`config.mk`:
```
export PLATFORM = sky130hd
export DESIGN_NAME = irt_regs
export DESIGN_NICKNAME = d
export VERILOG_FILES = /design/src/irt_pkg.sv /design/src/irt_regs.sv
export SDC_FILE = /design/constraint.sdc
export NUM_CORES = 1
export LEC_CHECK = 0
export BUFFER_PORTS_ARGS = -buffer_cell sky130_fd_sc_hd__buf_2
export CORE_MARGIN = 2
export CORE_UTILIZATION = 25
export DETAILED_ROUTE_END_ITERATION = 7
export GPL_TIMING_DRIVEN = 0
export SKIP_LAST_GASP = 1
export SLEW_MARGIN = 20
export SYNTH_ARGS = -nofsm -noshare
export SYNTH_HDL_FRONTEND = slang
export SYNTH_SLANG_ARGS = --single-unit
```
`constraint.sdc`:
```
create_clock -name clk_sys -period 2.7 [get_ports clk_sys]
set_clock_uncertainty 0.2 [all_clocks]
set_input_delay 0.54 -clock clk_sys [delete_from_list [all_inputs] [get_ports clk_sys]]
set_output_delay 0.54 -clock clk_sys [all_outputs]
set_load 0.05 [all_outputs]
```
`src/irt_pkg.sv`:
```
// package: register map, field layout and types for the event/remap register slice
package irt_pkg;
	localparam int unsigned ADDR_W = 8;
	localparam logic [ADDR_W-1:0] OFF_EV_DATA = 8'hA4;
	localparam logic [ADDR_W-1:0] OFF_EV_ADDR = 8'hA8;
	localparam logic [ADDR_W-1:0] OFF_EV_UADDR = 8'hAC;
	localparam logic [ADDR_W-1:0] OFF_RT_LO = 8'hB8;
	localparam logic [ADDR_W-1:0] OFF_RT_HI = 8'hBC;
	localparam logic [ADDR_W-1:0] OFF_EV_CTRL = 8'hA0;
	localparam logic [ADDR_W-1:0] OFF_IRQ_STAT = 8'hF0;
	localparam logic [ADDR_W-1:0] OFF_IRQ_MASK = 8'hF4;
	localparam logic [31:0] RST_ZERO = 32'h0000_0000;
	localparam logic [31:0] DATA_LO_MASK = 32'h0000_FFFF;
	localparam logic [31:0] ADDR_LO_MASK = 32'hFFFF_FFFC;
	localparam logic [31:0] RT_LO_MASK = 32'hFFFF_F80F;
	localparam logic [31:0] RT_BASE_LO_MASK = 32'hFFFF_F000;
	localparam int unsigned WIDE_EN_BIT = 11;
	localparam int unsigned SIZE_W = 4;
	localparam int unsigned MASK_BIT = 31;
	localparam int unsigned PEND_BIT = 30;
	localparam int unsigned ENTRY_W = 17;
	localparam logic [ENTRY_W-1:0] ENTRY_ONE = 17'h00001;
	localparam int unsigned DEST_W = 32;
	localparam int unsigned DEST_NARROW_HI = 15;
	localparam int unsigned DEST_NARROW_LO = 8;
	localparam int unsigned NUM_IRQ = 2;
	localparam int unsigned IRQ_SENT = 0;
	localparam int unsigned IRQ_BADWR = 1;

	typedef struct packed {
		logic [31:0] addr_hi;
		logic [31:0] addr_lo;
		logic [31:0] data;
	} irt_msg_t;

	typedef struct packed {
		logic [63:0] base;
		logic wide_en;
		logic [ENTRY_W-1:0] entries;
	} irt_table_t;

	typedef enum logic [1:0] {
		ST_IDLE,
		ST_SEND
	} irt_state_t;
endpackage

```
`src/irt_regs.sv`:
```
// module: event message and remap table register slice with APB slave
//
// Function
// - low message data bits 15:0 are read-write and carried into the event message data.
// - upper message data bits 31:16 only exist with 32-bit data support, else read zero.
// - message low address bits 31:2 are read-write and form the message address; bits 1:0 read zero.
// - with queued invalidation and wide mode the upper address register is a full 32-bit read-write word.
// - without either capability the upper address register reads zero and drops writes.
// - without queued invalidation the event data and address registers read zero and drop writes.
// - without remapping support the table register reads zero and drops writes.
// - the table base lives in bits 63:12, so the table is 4KB aligned.
// - base bits at or above the host address width are not stored.
// - a read of the base bits below the host address width returns what software last wrote to them.
// - with wide destination clear, only destination bits 15:8 are used.
// - with wide destination set, all 32 destination bits are used.
// - without wide capability the wide destination enable reads zero and drops writes.
// - a four-bit size X gives two to the power X+1 table entries.
// - an event with the mask clear sends a message built from the data and address registers.
// - the mask resets set and no message goes out while it is set.
//
// The APB interface to the registers was left to the implementer.
`timescale 1ns/10ps
module irt_regs #(
	parameter bit QI_SUP = 1'b1,
	parameter bit IR_SUP = 1'b1,
	parameter bit WIDE_SUP = 1'b1,
	parameter bit DATA32_SUP = 1'b1,
	parameter int unsigned HOST_AW = 48
) (
	input wire logic clk_sys,
	input wire logic rst_n,
	input wire logic psel,
	input wire logic penable,
	input wire logic pwrite,
	input wire logic [31:0] paddr,
	input wire logic [31:0] pwdata,
	input wire logic [3:0] pstrb,
	output logic [31:0] prdata,
	output logic pready,
	output logic pslverr,
	input wire logic inval_event,
	input wire logic [irt_pkg::DEST_W-1:0] entry_dest_in,
	output logic [irt_pkg::DEST_W-1:0] entry_dest_out,
	output irt_pkg::irt_msg_t msg_out,
	output logic msg_valid,
	input wire logic msg_ready,
	output irt_pkg::irt_table_t table_cfg,
	output logic irq
);
	import irt_pkg::*;

	// ----------------------------------------
	// capability derived masks
	// ----------------------------------------
	localparam logic [31:0] DATA_MASK = !QI_SUP ? RST_ZERO :
		(DATA32_SUP ? ~RST_ZERO : DATA_LO_MASK);
	localparam logic [31:0] ADDR_MASK = QI_SUP ? ADDR_LO_MASK : RST_ZERO;
	localparam logic [31:0] UADDR_MASK = (QI_SUP && WIDE_SUP) ? ~RST_ZERO : RST_ZERO;
	localparam logic [63:0] HAW_MASK = (HOST_AW >= 64) ? ~64'h0 : ((64'h1 << HOST_AW) - 64'h1);
	localparam logic [63:0] RT_MASK_FULL = {HAW_MASK[63:32], HAW_MASK[31:0] & RT_LO_MASK};
	localparam logic [63:0] RT_MASK_WIDE = WIDE_SUP ? RT_MASK_FULL :
		(RT_MASK_FULL & ~(64'h1 << WIDE_EN_BIT));
	localparam logic [63:0] RT_MASK = IR_SUP ? RT_MASK_WIDE : 64'h0;

	logic [31:0] data_q;
	logic [31:0] addr_q;
	logic [31:0] uaddr_q;
	logic [63:0] rt_q;
	logic mask_q;
	logic pend_q;
	logic [NUM_IRQ-1:0] stat_q;
	logic [NUM_IRQ-1:0] imask_q;
	irt_state_t state_q;

	// ----------------------------------------
	// apb decode
	// ----------------------------------------
	logic acc;
	logic acc_req;
	logic wr;
	logic rd_req;
	logic [ADDR_W-1:0] off;
	logic hit;
	logic [31:0] bmask;
	assign acc_req = psel && penable && !pready;
	assign acc = psel && penable && pready;
	assign wr = acc && pwrite && hit;
	assign rd_req = acc_req && !pwrite;
	assign off = paddr[ADDR_W-1:0];
	assign bmask = {{8{pstrb[3]}}, {8{pstrb[2]}}, {8{pstrb[1]}}, {8{pstrb[0]}}};
	always_comb begin
		case (off)
			OFF_EV_DATA, OFF_EV_ADDR, OFF_EV_UADDR, OFF_RT_LO, OFF_RT_HI,
			OFF_EV_CTRL, OFF_IRQ_STAT, OFF_IRQ_MASK: hit = (paddr[31:ADDR_W] == '0);
			default: hit = 1'b0;
		endcase
	end

	// ----------------------------------------
	// write strobes, one per register
	// ----------------------------------------
	logic wr_data;
	logic wr_addr;
	logic wr_uaddr;
	logic wr_rt_lo;
	logic wr_rt_hi;
	logic wr_ctrl;
	logic wr_stat;
	logic wr_imask;
	assign wr_data = wr && off == OFF_EV_DATA;
	assign wr_addr = wr && off == OFF_EV_ADDR;
	assign wr_uaddr = wr && off == OFF_EV_UADDR;
	assign wr_rt_lo = wr && off == OFF_RT_LO;
	assign wr_rt_hi = wr && off == OFF_RT_HI;
	assign wr_ctrl = wr && off == OFF_EV_CTRL;
	assign wr_stat = wr && off == OFF_IRQ_STAT;
	assign wr_imask = wr && off == OFF_IRQ_MASK;

	function automatic logic [31:0] merge(input logic [31:0] old, input logic [31:0] nw,
		input logic [31:0] bm, input logic [31:0] keep);
		merge = ((old & ~bm) | (nw & bm)) & keep;
	endfunction

	// ----------------------------------------
	// apb handshake, one wait state
	// ----------------------------------------
	always_ff @(posedge clk_sys) begin
		if (!rst_n) begin
			pready <= 1'b0;
		end else begin
			pready <= acc_req;
		end
	end

	always_ff @(posedge clk_sys) begin
		if (!rst_n) begin
			pslverr <= 1'b0;
		end else begin
			pslverr <= acc_req && !hit;
		end
	end

	// ----------------------------------------
	// read data, unmapped reads return zero
	// ----------------------------------------
	logic [31:0] ctrl_rd;
	always_comb begin
		ctrl_rd = RST_ZERO;
		ctrl_rd[MASK_BIT] = mask_q && QI_SUP;
		ctrl_rd[PEND_BIT] = pend_q && QI_SUP;
	end

	always_ff @(posedge clk_sys) begin
		if (!rst_n) begin
			prdata <= RST_ZERO;
		end else if (rd_req && !hit) begin
			prdata <= RST_ZERO;
		end else if (rd_req) begin
			case (off)
				OFF_EV_DATA: prdata <= data_q;
				OFF_EV_ADDR: prdata <= addr_q;
				OFF_EV_UADDR: prdata <= uaddr_q;
				OFF_RT_LO: prdata <= rt_q[31:0];
				OFF_RT_HI: prdata <= rt_q[63:32];
				OFF_EV_CTRL: prdata <= ctrl_rd;
				OFF_IRQ_STAT: prdata <= {{(32-NUM_IRQ){1'b0}}, stat_q};
				OFF_IRQ_MASK: prdata <= {{(32-NUM_IRQ){1'b0}}, imask_q};
				default: prdata <= RST_ZERO;
			endcase
		end
	end

	// ----------------------------------------
	// message registers
	// ----------------------------------------
	always_ff @(posedge clk_sys) begin
		if (!rst_n) begin
			data_q <= RST_ZERO;
		end else if (wr_data) begin
			data_q <= merge(data_q, pwdata, bmask, DATA_MASK);
		end
	end

	always_ff @(posedge clk_sys) begin
		if (!rst_n) begin
			addr_q <= RST_ZERO;
		end else if (wr_addr) begin
			addr_q <= merge(addr_q, pwdata, bmask, ADDR_MASK);
		end
	end

	always_ff @(posedge clk_sys) begin
		if (!rst_n) begin
			uaddr_q <= RST_ZERO;
		end else if (wr_uaddr) begin
			uaddr_q <= merge(uaddr_q, pwdata, bmask, UADDR_MASK);
		end
	end

	// ----------------------------------------
	// remap table register
	// ----------------------------------------
	always_ff @(posedge clk_sys) begin
		if (!rst_n) begin
			rt_q <= 64'h0;
		end else if (wr_rt_lo) begin
			rt_q[31:0] <= merge(rt_q[31:0], pwdata, bmask, RT_MASK[31:0]);
		end else if (wr_rt_hi) begin
			rt_q[63:32] <= merge(rt_q[63:32], pwdata, bmask, RT_MASK[63:32]);
		end
	end

	// ----------------------------------------
	// table config output
	// ----------------------------------------
	always_ff @(posedge clk_sys) begin
		if (!rst_n) begin
			table_cfg <= '0;
		end else begin
			table_cfg.base <= rt_q & RT_BASE_MASK64();
			table_cfg.wide_en <= rt_q[WIDE_EN_BIT];
			table_cfg.entries <= ENTRY_W'(ENTRY_ONE << (rt_q[SIZE_W-1:0] + 5'd1));
		end
	end

	function automatic logic [63:0] RT_BASE_MASK64();
		RT_BASE_MASK64 = {32'hFFFF_FFFF, RT_BASE_LO_MASK};
	endfunction

	// ----------------------------------------
	// destination interpretation of a table entry
	// ----------------------------------------
	always_ff @(posedge clk_sys) begin
		if (!rst_n) begin
			entry_dest_out <= '0;
		end else if (rt_q[WIDE_EN_BIT]) begin
			entry_dest_out <= entry_dest_in;
		end else begin
			entry_dest_out <= '0;
			entry_dest_out[DEST_NARROW_HI:DEST_NARROW_LO] <= entry_dest_in[DEST_NARROW_HI:DEST_NARROW_LO];
		end
	end

	// ----------------------------------------
	// event control, mask and pending
	// ----------------------------------------
	always_ff @(posedge clk_sys) begin
		if (!rst_n) begin
			mask_q <= 1'b1;
		end else if (wr_ctrl && pstrb[3] && QI_SUP) begin
			mask_q <= pwdata[MASK_BIT];
		end
	end

	// ----------------------------------------
	// pending flag
	// ----------------------------------------
	logic send;
	assign send = state_q == ST_IDLE && pend_q && !mask_q;

	always_ff @(posedge clk_sys) begin
		if (!rst_n) begin
			pend_q <= 1'b0;
		end else if (inval_event && QI_SUP) begin
			pend_q <= 1'b1;
		end else if (send) begin
			pend_q <= 1'b0;
		end
	end

	// ----------------------------------------
	// message sender
	// ----------------------------------------
	always_ff @(posedge clk_sys) begin
		if (!rst_n) begin
			state_q <= ST_IDLE;
		end else begin
			case (state_q)
				ST_IDLE: if (send) begin
					state_q <= ST_SEND;
				end
				ST_SEND: if (msg_ready) begin
					state_q <= ST_IDLE;
				end
				default: state_q <= ST_IDLE;
			endcase
		end
	end

	// ----------------------------------------
	// message output register
	// ----------------------------------------
	always_ff @(posedge clk_sys) begin
		if (!rst_n) begin
			msg_valid <= 1'b0;
			msg_out <= '0;
		end else if (send) begin
			msg_valid <= 1'b1;
			msg_out.addr_hi <= uaddr_q;
			msg_out.addr_lo <= addr_q & ADDR_LO_MASK;
			msg_out.data <= data_q;
		end else if (state_q == ST_SEND && msg_ready) begin
			msg_valid <= 1'b0;
		end
	end

	// ----------------------------------------
	// interrupt status and mask
	// ----------------------------------------
	logic [NUM_IRQ-1:0] ev;
	always_comb begin
		ev = '0;
		ev[IRQ_SENT] = state_q == ST_SEND && msg_ready;
		ev[IRQ_BADWR] = acc_req && !hit;
	end

	always_ff @(posedge clk_sys) begin
		if (!rst_n) begin
			stat_q <= '0;
		end else if (wr_stat) begin
			stat_q <= (stat_q & ~pwdata[NUM_IRQ-1:0]) | ev;
		end else begin
			stat_q <= stat_q | ev;
		end
	end

	// ----------------------------------------
	// interrupt mask
	// ----------------------------------------
	always_ff @(posedge clk_sys) begin
		if (!rst_n) begin
			imask_q <= '0;
		end else if (wr_imask) begin
			imask_q <= pwdata[NUM_IRQ-1:0];
		end
	end

	// ----------------------------------------
	// interrupt output
	// ----------------------------------------
	always_ff @(posedge clk_sys) begin
		if (!rst_n) begin
			irq <= 1'b0;
		end else begin
			irq <= |(stat_q & imask_q);
		end
	end
endmodule // irt_regs

```
==> results of run 1 <==
[kinds of logic (layout without fill, tap and decap cells)]
logic type | after synthesis | in the layout | synth area share [%]
simple gates | 576 | 576 | 20.27
flops | 358 | 358 | 53.17
compound gates | 226 | 226 | 11.94
buf+inv | 136 | 548 | 5.476
mux | 122 | 122 | 9.059
other cells | 1 | 33 | 0.02782
xor+xnor | 1 | 1 | 0.06498
[stage by stage]
stage          power [mW]  instance area (um^2)
6_report            11.40                 17600
5_1_grt             11.73                 17600
4_1_cts             11.48                 17590
3_5_place_dp        5.962                 16060
3_3_place_gp        5.955                 16060
2_1_floorplan       5.747                 13590
[area by class of cell]
class                   instances  area (um^2)  area share (%)
diodes                          2        5.005         0.02843
plain buffers                 121        689.4           3.916
clock buffers                  57         1166           6.625
clock inverters                17        158.9          0.9027
inverters                      14        52.55          0.2985
multi-input cells             956         5704           32.40
flip-flops and latches        358         7167           40.71
well taps                     696        870.8           4.947
repair buffers                339         1789           10.16
[cell usage after synthesis, types with 2 or more instances]
library cell,number
nor4b_4,2
buf_2,10
nor2_1,27
nor4bb_1,2
o2bb2ai_1,2
nand2b_1,4
a21oi_1,4
or3b_2,2
and3_1,34
o22ai_1,2
and4_1,3
nand4_1,4
dlygate4sd1_1,7
a22oi_1,33
a22o_1,14
buf_6,6
nor3_4,12
nand4b_1,2
clkbuf_1,57
mux2i_1,122
a31oi_1,2
nor2b_1,8
a221oi_1,7
nand2_1,405
clkbuf_2,2
a222oi_1,8
a21boi_0,96
nor3_1,8
buf_4,30
a211oi_1,4
nor3b_1,3
o21ai_0,47
inv_1,14
nand3_1,5
dfxtp_1,358
o21ai_1,4
nor4_1,8
and2_1,37
buf_1,8
[worst reg2reg max path: stages (launching register included)]
cell      delay [ps]
dfxtp_1          460
and4_1           340
clkbuf_2         250
and2_1           170
nand4_1          390
clkbuf_1         470
nand2_1          150
o21ai_0           90
[routing by layer]
metal	vias to the layer above	GRT usage, %	part of all wire (%)
met1	5733	21.86	40
li1	5576	-	-
met2	477	30.66	47
met5	-	0	0.025
met3	86	5.945	9.2
met4	2	7.825	3.4
[final timing paths]
path                         to  slack, ps  cells after the start
min          entry_dest_out[10]         10                      2
min reg2reg          prdata[29]        250                      2
max                    register         50                      7
max reg2reg            register         50                      7
[timing repair]
action                                  CTS  global route
gates resized for setup                   5             5
buffers inserted                          5             0
pin swaps                                 1             0
endpoints found under the hold margin    16             0
endpoints found under the setup margin   91            61
hold buffers                             16             0
[where the power goes]
part           internal (mW)  total, mW  leakage (nW)  switching (mW)
Clock                   3.22       5.53         0.654            2.31
Combinational          0.179      0.568          3.84           0.389
Sequential              5.29       5.30          2.89         0.00897
Total                   8.70       11.4          7.38            2.70
==> out/qor.csv, run 1 <==
stage;metric;value;unit
routing;via_per_inst;4.638;
global_routing;grt_max_degree;15;
setup_path;cp-end-kind;register;
finish;area_growth;30.58;%
finish;fin_nets;1937;
synth;synth_cell_types;56;
setup_path;cp_num_buf_inv;2;
finish;fillers;5599;
floorplan;start_util;25.15;%
routing;firstDrtPassIters;5;
placed_design;placement.io_buffers;318;
sta;worst_pin_slew;1064;ps
routing;num_vias;11870;
synth;ys_warn_count;0;
clock_network;root_buffer;clkbuf_16;
floorplan;design.portCount;353;
setup_path;cp_top_family;simple AND/OR/NAND/NOR gates;
power_and_ir_drop;peakVddDrop;0.0004047;V
synth;synth_edf_count;0;
global_routing;grt_pass1_vias;11690;
status;status;finished clean;
clock_network;cts_buffers;40;
sta;clock.fmax;377.0;MHz
setup_path;setup.worst_path.start;pready;
finish;drive_gt1_share;25.30;%
routing;avgRoutedWirePerCell;20.63;um
clock_network;clk_latency;570;ps
finish;post-route-util;32.84;%
power_and_ir_drop;powerDensity;647.7;nW/um^2
setup_path;cpPeakStageDelay;470;ps
sta;fin_ws;47.53;ps
finish;layout_commonest_cell;nand2_1;
power_and_ir_drop;p_leak;7.380;nW
setup_path;crit_chain;and4_1 -> clkbuf_2 -> and2_1 -> nand4_1 -> clkbuf_1 -> nand2_1 -> o21ai_0;
sta;hold_viol;0;
setup_path;crit_type;reg -> reg;
sta;finalCriticalPeriod;2652;ps
placed_design;numPlacedInstances;2464;
synth;synthArstFlopShare;0;%
placed_design;post-dp-hpwl;39.80;mm
setup_path;startpoint_type;register;
sta;fin_setup_tns;0;ps
setup_path;cp.arrival;2890;ps
sta;slew_violations;0;
sta;setup_viol;0;
routing;wl;52.81;mm
global_routing;grt_usage;18.45;%
clock_network;cts.sinks;358;
min_path;hp-class;in -> reg;
clock_network;htree_levels;2;
setup_path;worstPathMaxFanout;10;
synth;yosys-top-cells-area;dfxtp_1, nand2_1, mux2i_1;
clock_network;cts_tree;yes;
synth;synth-seq-cells;358;
placed_design;place_ws;-752.8;ps
sta;grt_setup_unrepaired;yes;
floorplan;rows;85;
min_path;hold_start;entry_dest_in[10];
floorplan;coreArea;53600;um^2
finish;layout.cells.non_filler;2560;
global_routing;grt_pass1_wl;75.97;mm
setup_path;reg2reg_from;pready;
clock_network;clk_pin_slew_worst_paths;60;ps
synth;synth_area_leader_cell;dfxtp_1;
placed_design;gp_congestion;0.8692;
routing;drc;0;
global_routing;grt_overflow;0;
setup_path;cp_slowest_cell;clkbuf_1;
synth;synth_top_area_share;53.17;%
setup_path;crit_required;2940;ps
synth;syn_area_per_cell;9.493;um^2
synth;syn_inst;1420;
job;maxCapViolCount;0;
routing;drt_iter0_markers;864;
synth;yosysSeqAreaShare;53.17;%
routing;ant_nets;0;
floorplan;die_h;236.2;um
global_routing;antenna_found_initial;3;
clock_network;clockBufferDepth;3;
sta;whs;12.92;ps
floorplan;dieArea;55800;um^2
finish;final_cell_mix;nand2_1, dfxtp_1, buf_2;
sta;slew_headroom;29.04;%
sta;fin_crit_sh;98.24;%
synth;synth-main-ff-cell;dfxtp_1;
synth;netlist_area;13480;um^2
floorplan;die_w;236.2;um
Note: power is estimated with default switching activity, not from simulation.
==> inputs of run 2 (changes only) <==
--- a/config.mk
+++ b/config.mk
@@ -6,7 +6,6 @@
 export NUM_CORES = 1
 export LEC_CHECK = 0
 export BUFFER_PORTS_ARGS = -buffer_cell sky130_fd_sc_hd__buf_2
-export CORE_MARGIN = 2
 export CORE_UTILIZATION = 25
 export DETAILED_ROUTE_END_ITERATION = 7
 export GPL_TIMING_DRIVEN = 0
==> run 2 against run 1 <==
The run now ends with design-rule violations left. Worst hold slack better by 12 ps. Final cell count down 0.51%. Sequential power about the same. Via count down 1.4%. Highest routed layer is now met4.
==> out/qor.csv, run 2 (synthesized netlist as in run 1, its figures left out) <==
stage;metric;value;unit;change
finish;final_cell_area;17550;um^2;-0.32%
finish;regArea;7167;um^2;unchanged
setup_path;crit_chain;nor3_1 -> clkbuf_2 -> nor2b_1 -> clkbuf_1 -> clkbuf_2 -> nand2_1 -> o21ai_0;;
status;status;complete, but fails checks;;
routing;ant_nets;0;;unchanged
setup_path;crit_required;2900;ps;-40 ps
setup_path;cp_num_cells;7;;unchanged
min_path;hp-class;in -> reg;;
routing;wl;52.49;mm;-0.60%
placed_design;post-dp-hpwl;39.52;mm;-0.71%
global_routing;grt_overflow;0;;unchanged
setup_path;cp_top_family;buffers and inverters;;
clock_network;clk_latency;570;ps;about the same
routing;drt_iter0_markers;743;;-14%
global_routing;grt_pass1_wl;74.26;mm;-2.3%
clock_network;cts_buffers;39;;-2.5%
setup_path;crit_top_cell;clkbuf_2;;
finish;fin_nets;1933;;-0.21%
clock_network;clk_pin_slew_worst_paths;60;ps;about the same
global_routing;grt_usage;18.60;%;+0.15 points
routing;avgRoutedWirePerCell;20.61;um;about the same
finish;layout.cells.non_filler;2547;;-0.51%
setup_path;startpoint_type;register;;
clock_network;root_buffer;clkbuf_16;;
sta;clock.fmax;382.3;MHz;+1.4%
routing;firstDrtPassIters;8;;+3
power_and_ir_drop;peakVddDrop;0.0003961;V;-2.1%
floorplan;dieArea;54850;um^2;-1.7%
setup_path;r2r_end;prdata[15];;
status;violations;design-rule violations;;
floorplan;die_w;234.2;um;-0.85%
setup_path;r2r_setup_slack;80;ps;+40 ps
routing;drc;47;;+47
global_routing;grt_pass1_vias;11320;;-3.1%
finish;fillers;5500;;-1.8%
routing;via_per_inst;4.595;;-0.94%
finish;layout_commonest_cell;nand2_1;;
sta;setup_viol;0;;unchanged
finish;area_growth;30.16;%;
finish;drive_gt1_share;25.28;%;about the same
sta;slew_violations;0;;unchanged
setup_path;setup.worst_path.start;pready;;
setup_path;cpPeakStageDelay;470;ps;about the same
setup_path;cp.arrival;2820;ps;-70 ps
global_routing;antenna_found_initial;1;;-2
finish;multi_input_area;5699;um^2;about the same
floorplan;rows;84;;-1.2%
placed_design;placement.io_buffers;318;;unchanged
sta;fin_crit_sh;96.87;%;-1.4 points
floorplan;coreArea;52870;um^2;-1.4%
placed_design;gp_congestion;0.8928;;+2.7%
clock_network;cts_tree;yes;;
sta;grt_setup_unrepaired;no;;
placed_design;numPlacedInstances;2456;;-0.32%
sta;slew_headroom;34.52;%;+5.5 points
clock_network;clockBufferDepth;3;;unchanged
sta;fin_setup_tns;0;ps;unchanged
floorplan;die_h;234.2;um;-0.85%
finish;final_cell_mix;nand2_1, dfxtp_1, buf_2;;
floorplan;start_util;25.50;%;+0.35 points
placed_design;placed_area;16050;um^2;about the same
power_and_ir_drop;powerDensity;646.0;nW/um^2;-0.27%
floorplan;design.portCount;353;;unchanged
setup_path;rr_worst_depth;7;;unchanged
sta;finalCriticalPeriod;2615;ps;-37.03 ps
setup_path;worstPathMaxFanout;10;;unchanged
clock_network;cts.sinks;358;;unchanged
setup_path;cp_num_buf_inv;3;;+1
setup_path;reg2reg_from;pready;;
sta;worst_pin_slew;982.2;ps;-82.24 ps
job;maxCapViolCount;0;;unchanged
setup_path;crit_path_end;prdata[15];;
routing;num_vias;11700;;-1.4%
power_and_ir_drop;p_leak;7.357;nW;-0.30%
setup_path;cp-end-kind;register;;
global_routing;grt_max_degree;14;;-1
clock_network;htree_levels;2;;unchanged
setup_path;crit_type;reg -> reg;;
sta;hold_viol;0;;unchanged
setup_path;cp_slowest_cell;nor3_1;;
run 2: area by class of cell:
class | instances | area share, %
Sequential cell | 358 | 40.84
Multi-Input combinational cell | 956 | 32.48
Timing Repair Buffer | 337 | 10.07
Clock buffer | 57 | 6.639
Tap cell | 688 | 4.906
Buffer | 120 | 3.915
Clock inverter | 13 | 0.7915
Inverter | 14 | 0.2995
Antenna cell | 4 | 0.05705
run 2: worst min path at each step:
stage,startpoint,end,slack (ps),cells past startpoint
2_1_floorplan,register,table_cfg[58],230,2
3_3_place_gp,prdata[13],prdata[13],230,2
3_5_place_dp,prdata[29],prdata[29],240,2
4_1_cts,entry_dest_in[25],entry_dest_out[25],0.8,2
5_1_grt,entry_dest_in[4],entry_dest_out[4],8,2
6_report,entry_dest_in[31],entry_dest_out[31],30,2
run 2: what timing repair did:
item,CTS,global route
resized for setup,5,7
hold buffers,13,0
setup endpoints to repair,84,31
setup buffers,2,4
hold endpoints to repair,13,0
run 2: where the power goes:
group          switching, mW  internal, mW  leakage, nW
clock network           2.26          3.20        0.641
registers            0.00744          5.29         2.89
logic                  0.395         0.176         3.83
run 2: routing by layer:
metal	part of all wire, %	global-route usage (%)
met1	42	23.04
met5	0	0
met2	47	30.70
met4	2.9	5.925
met3	8.7	5.569
run 2: through the flow:
stage	power, mW	utilization (%)	hold slack (ps)	setup WS (ps)
after floorplan	5.747	-	226.3	323.1
after CTS	11.45	33.11	0.7583	4.704
after global placement	5.960	30.35	232.3	-597.4
final	11.33	33.19	25.21	84.56
after detailed placement	5.965	30.35	239.0	-603.0
after global routing	11.69	33.17	7.788	0.8951
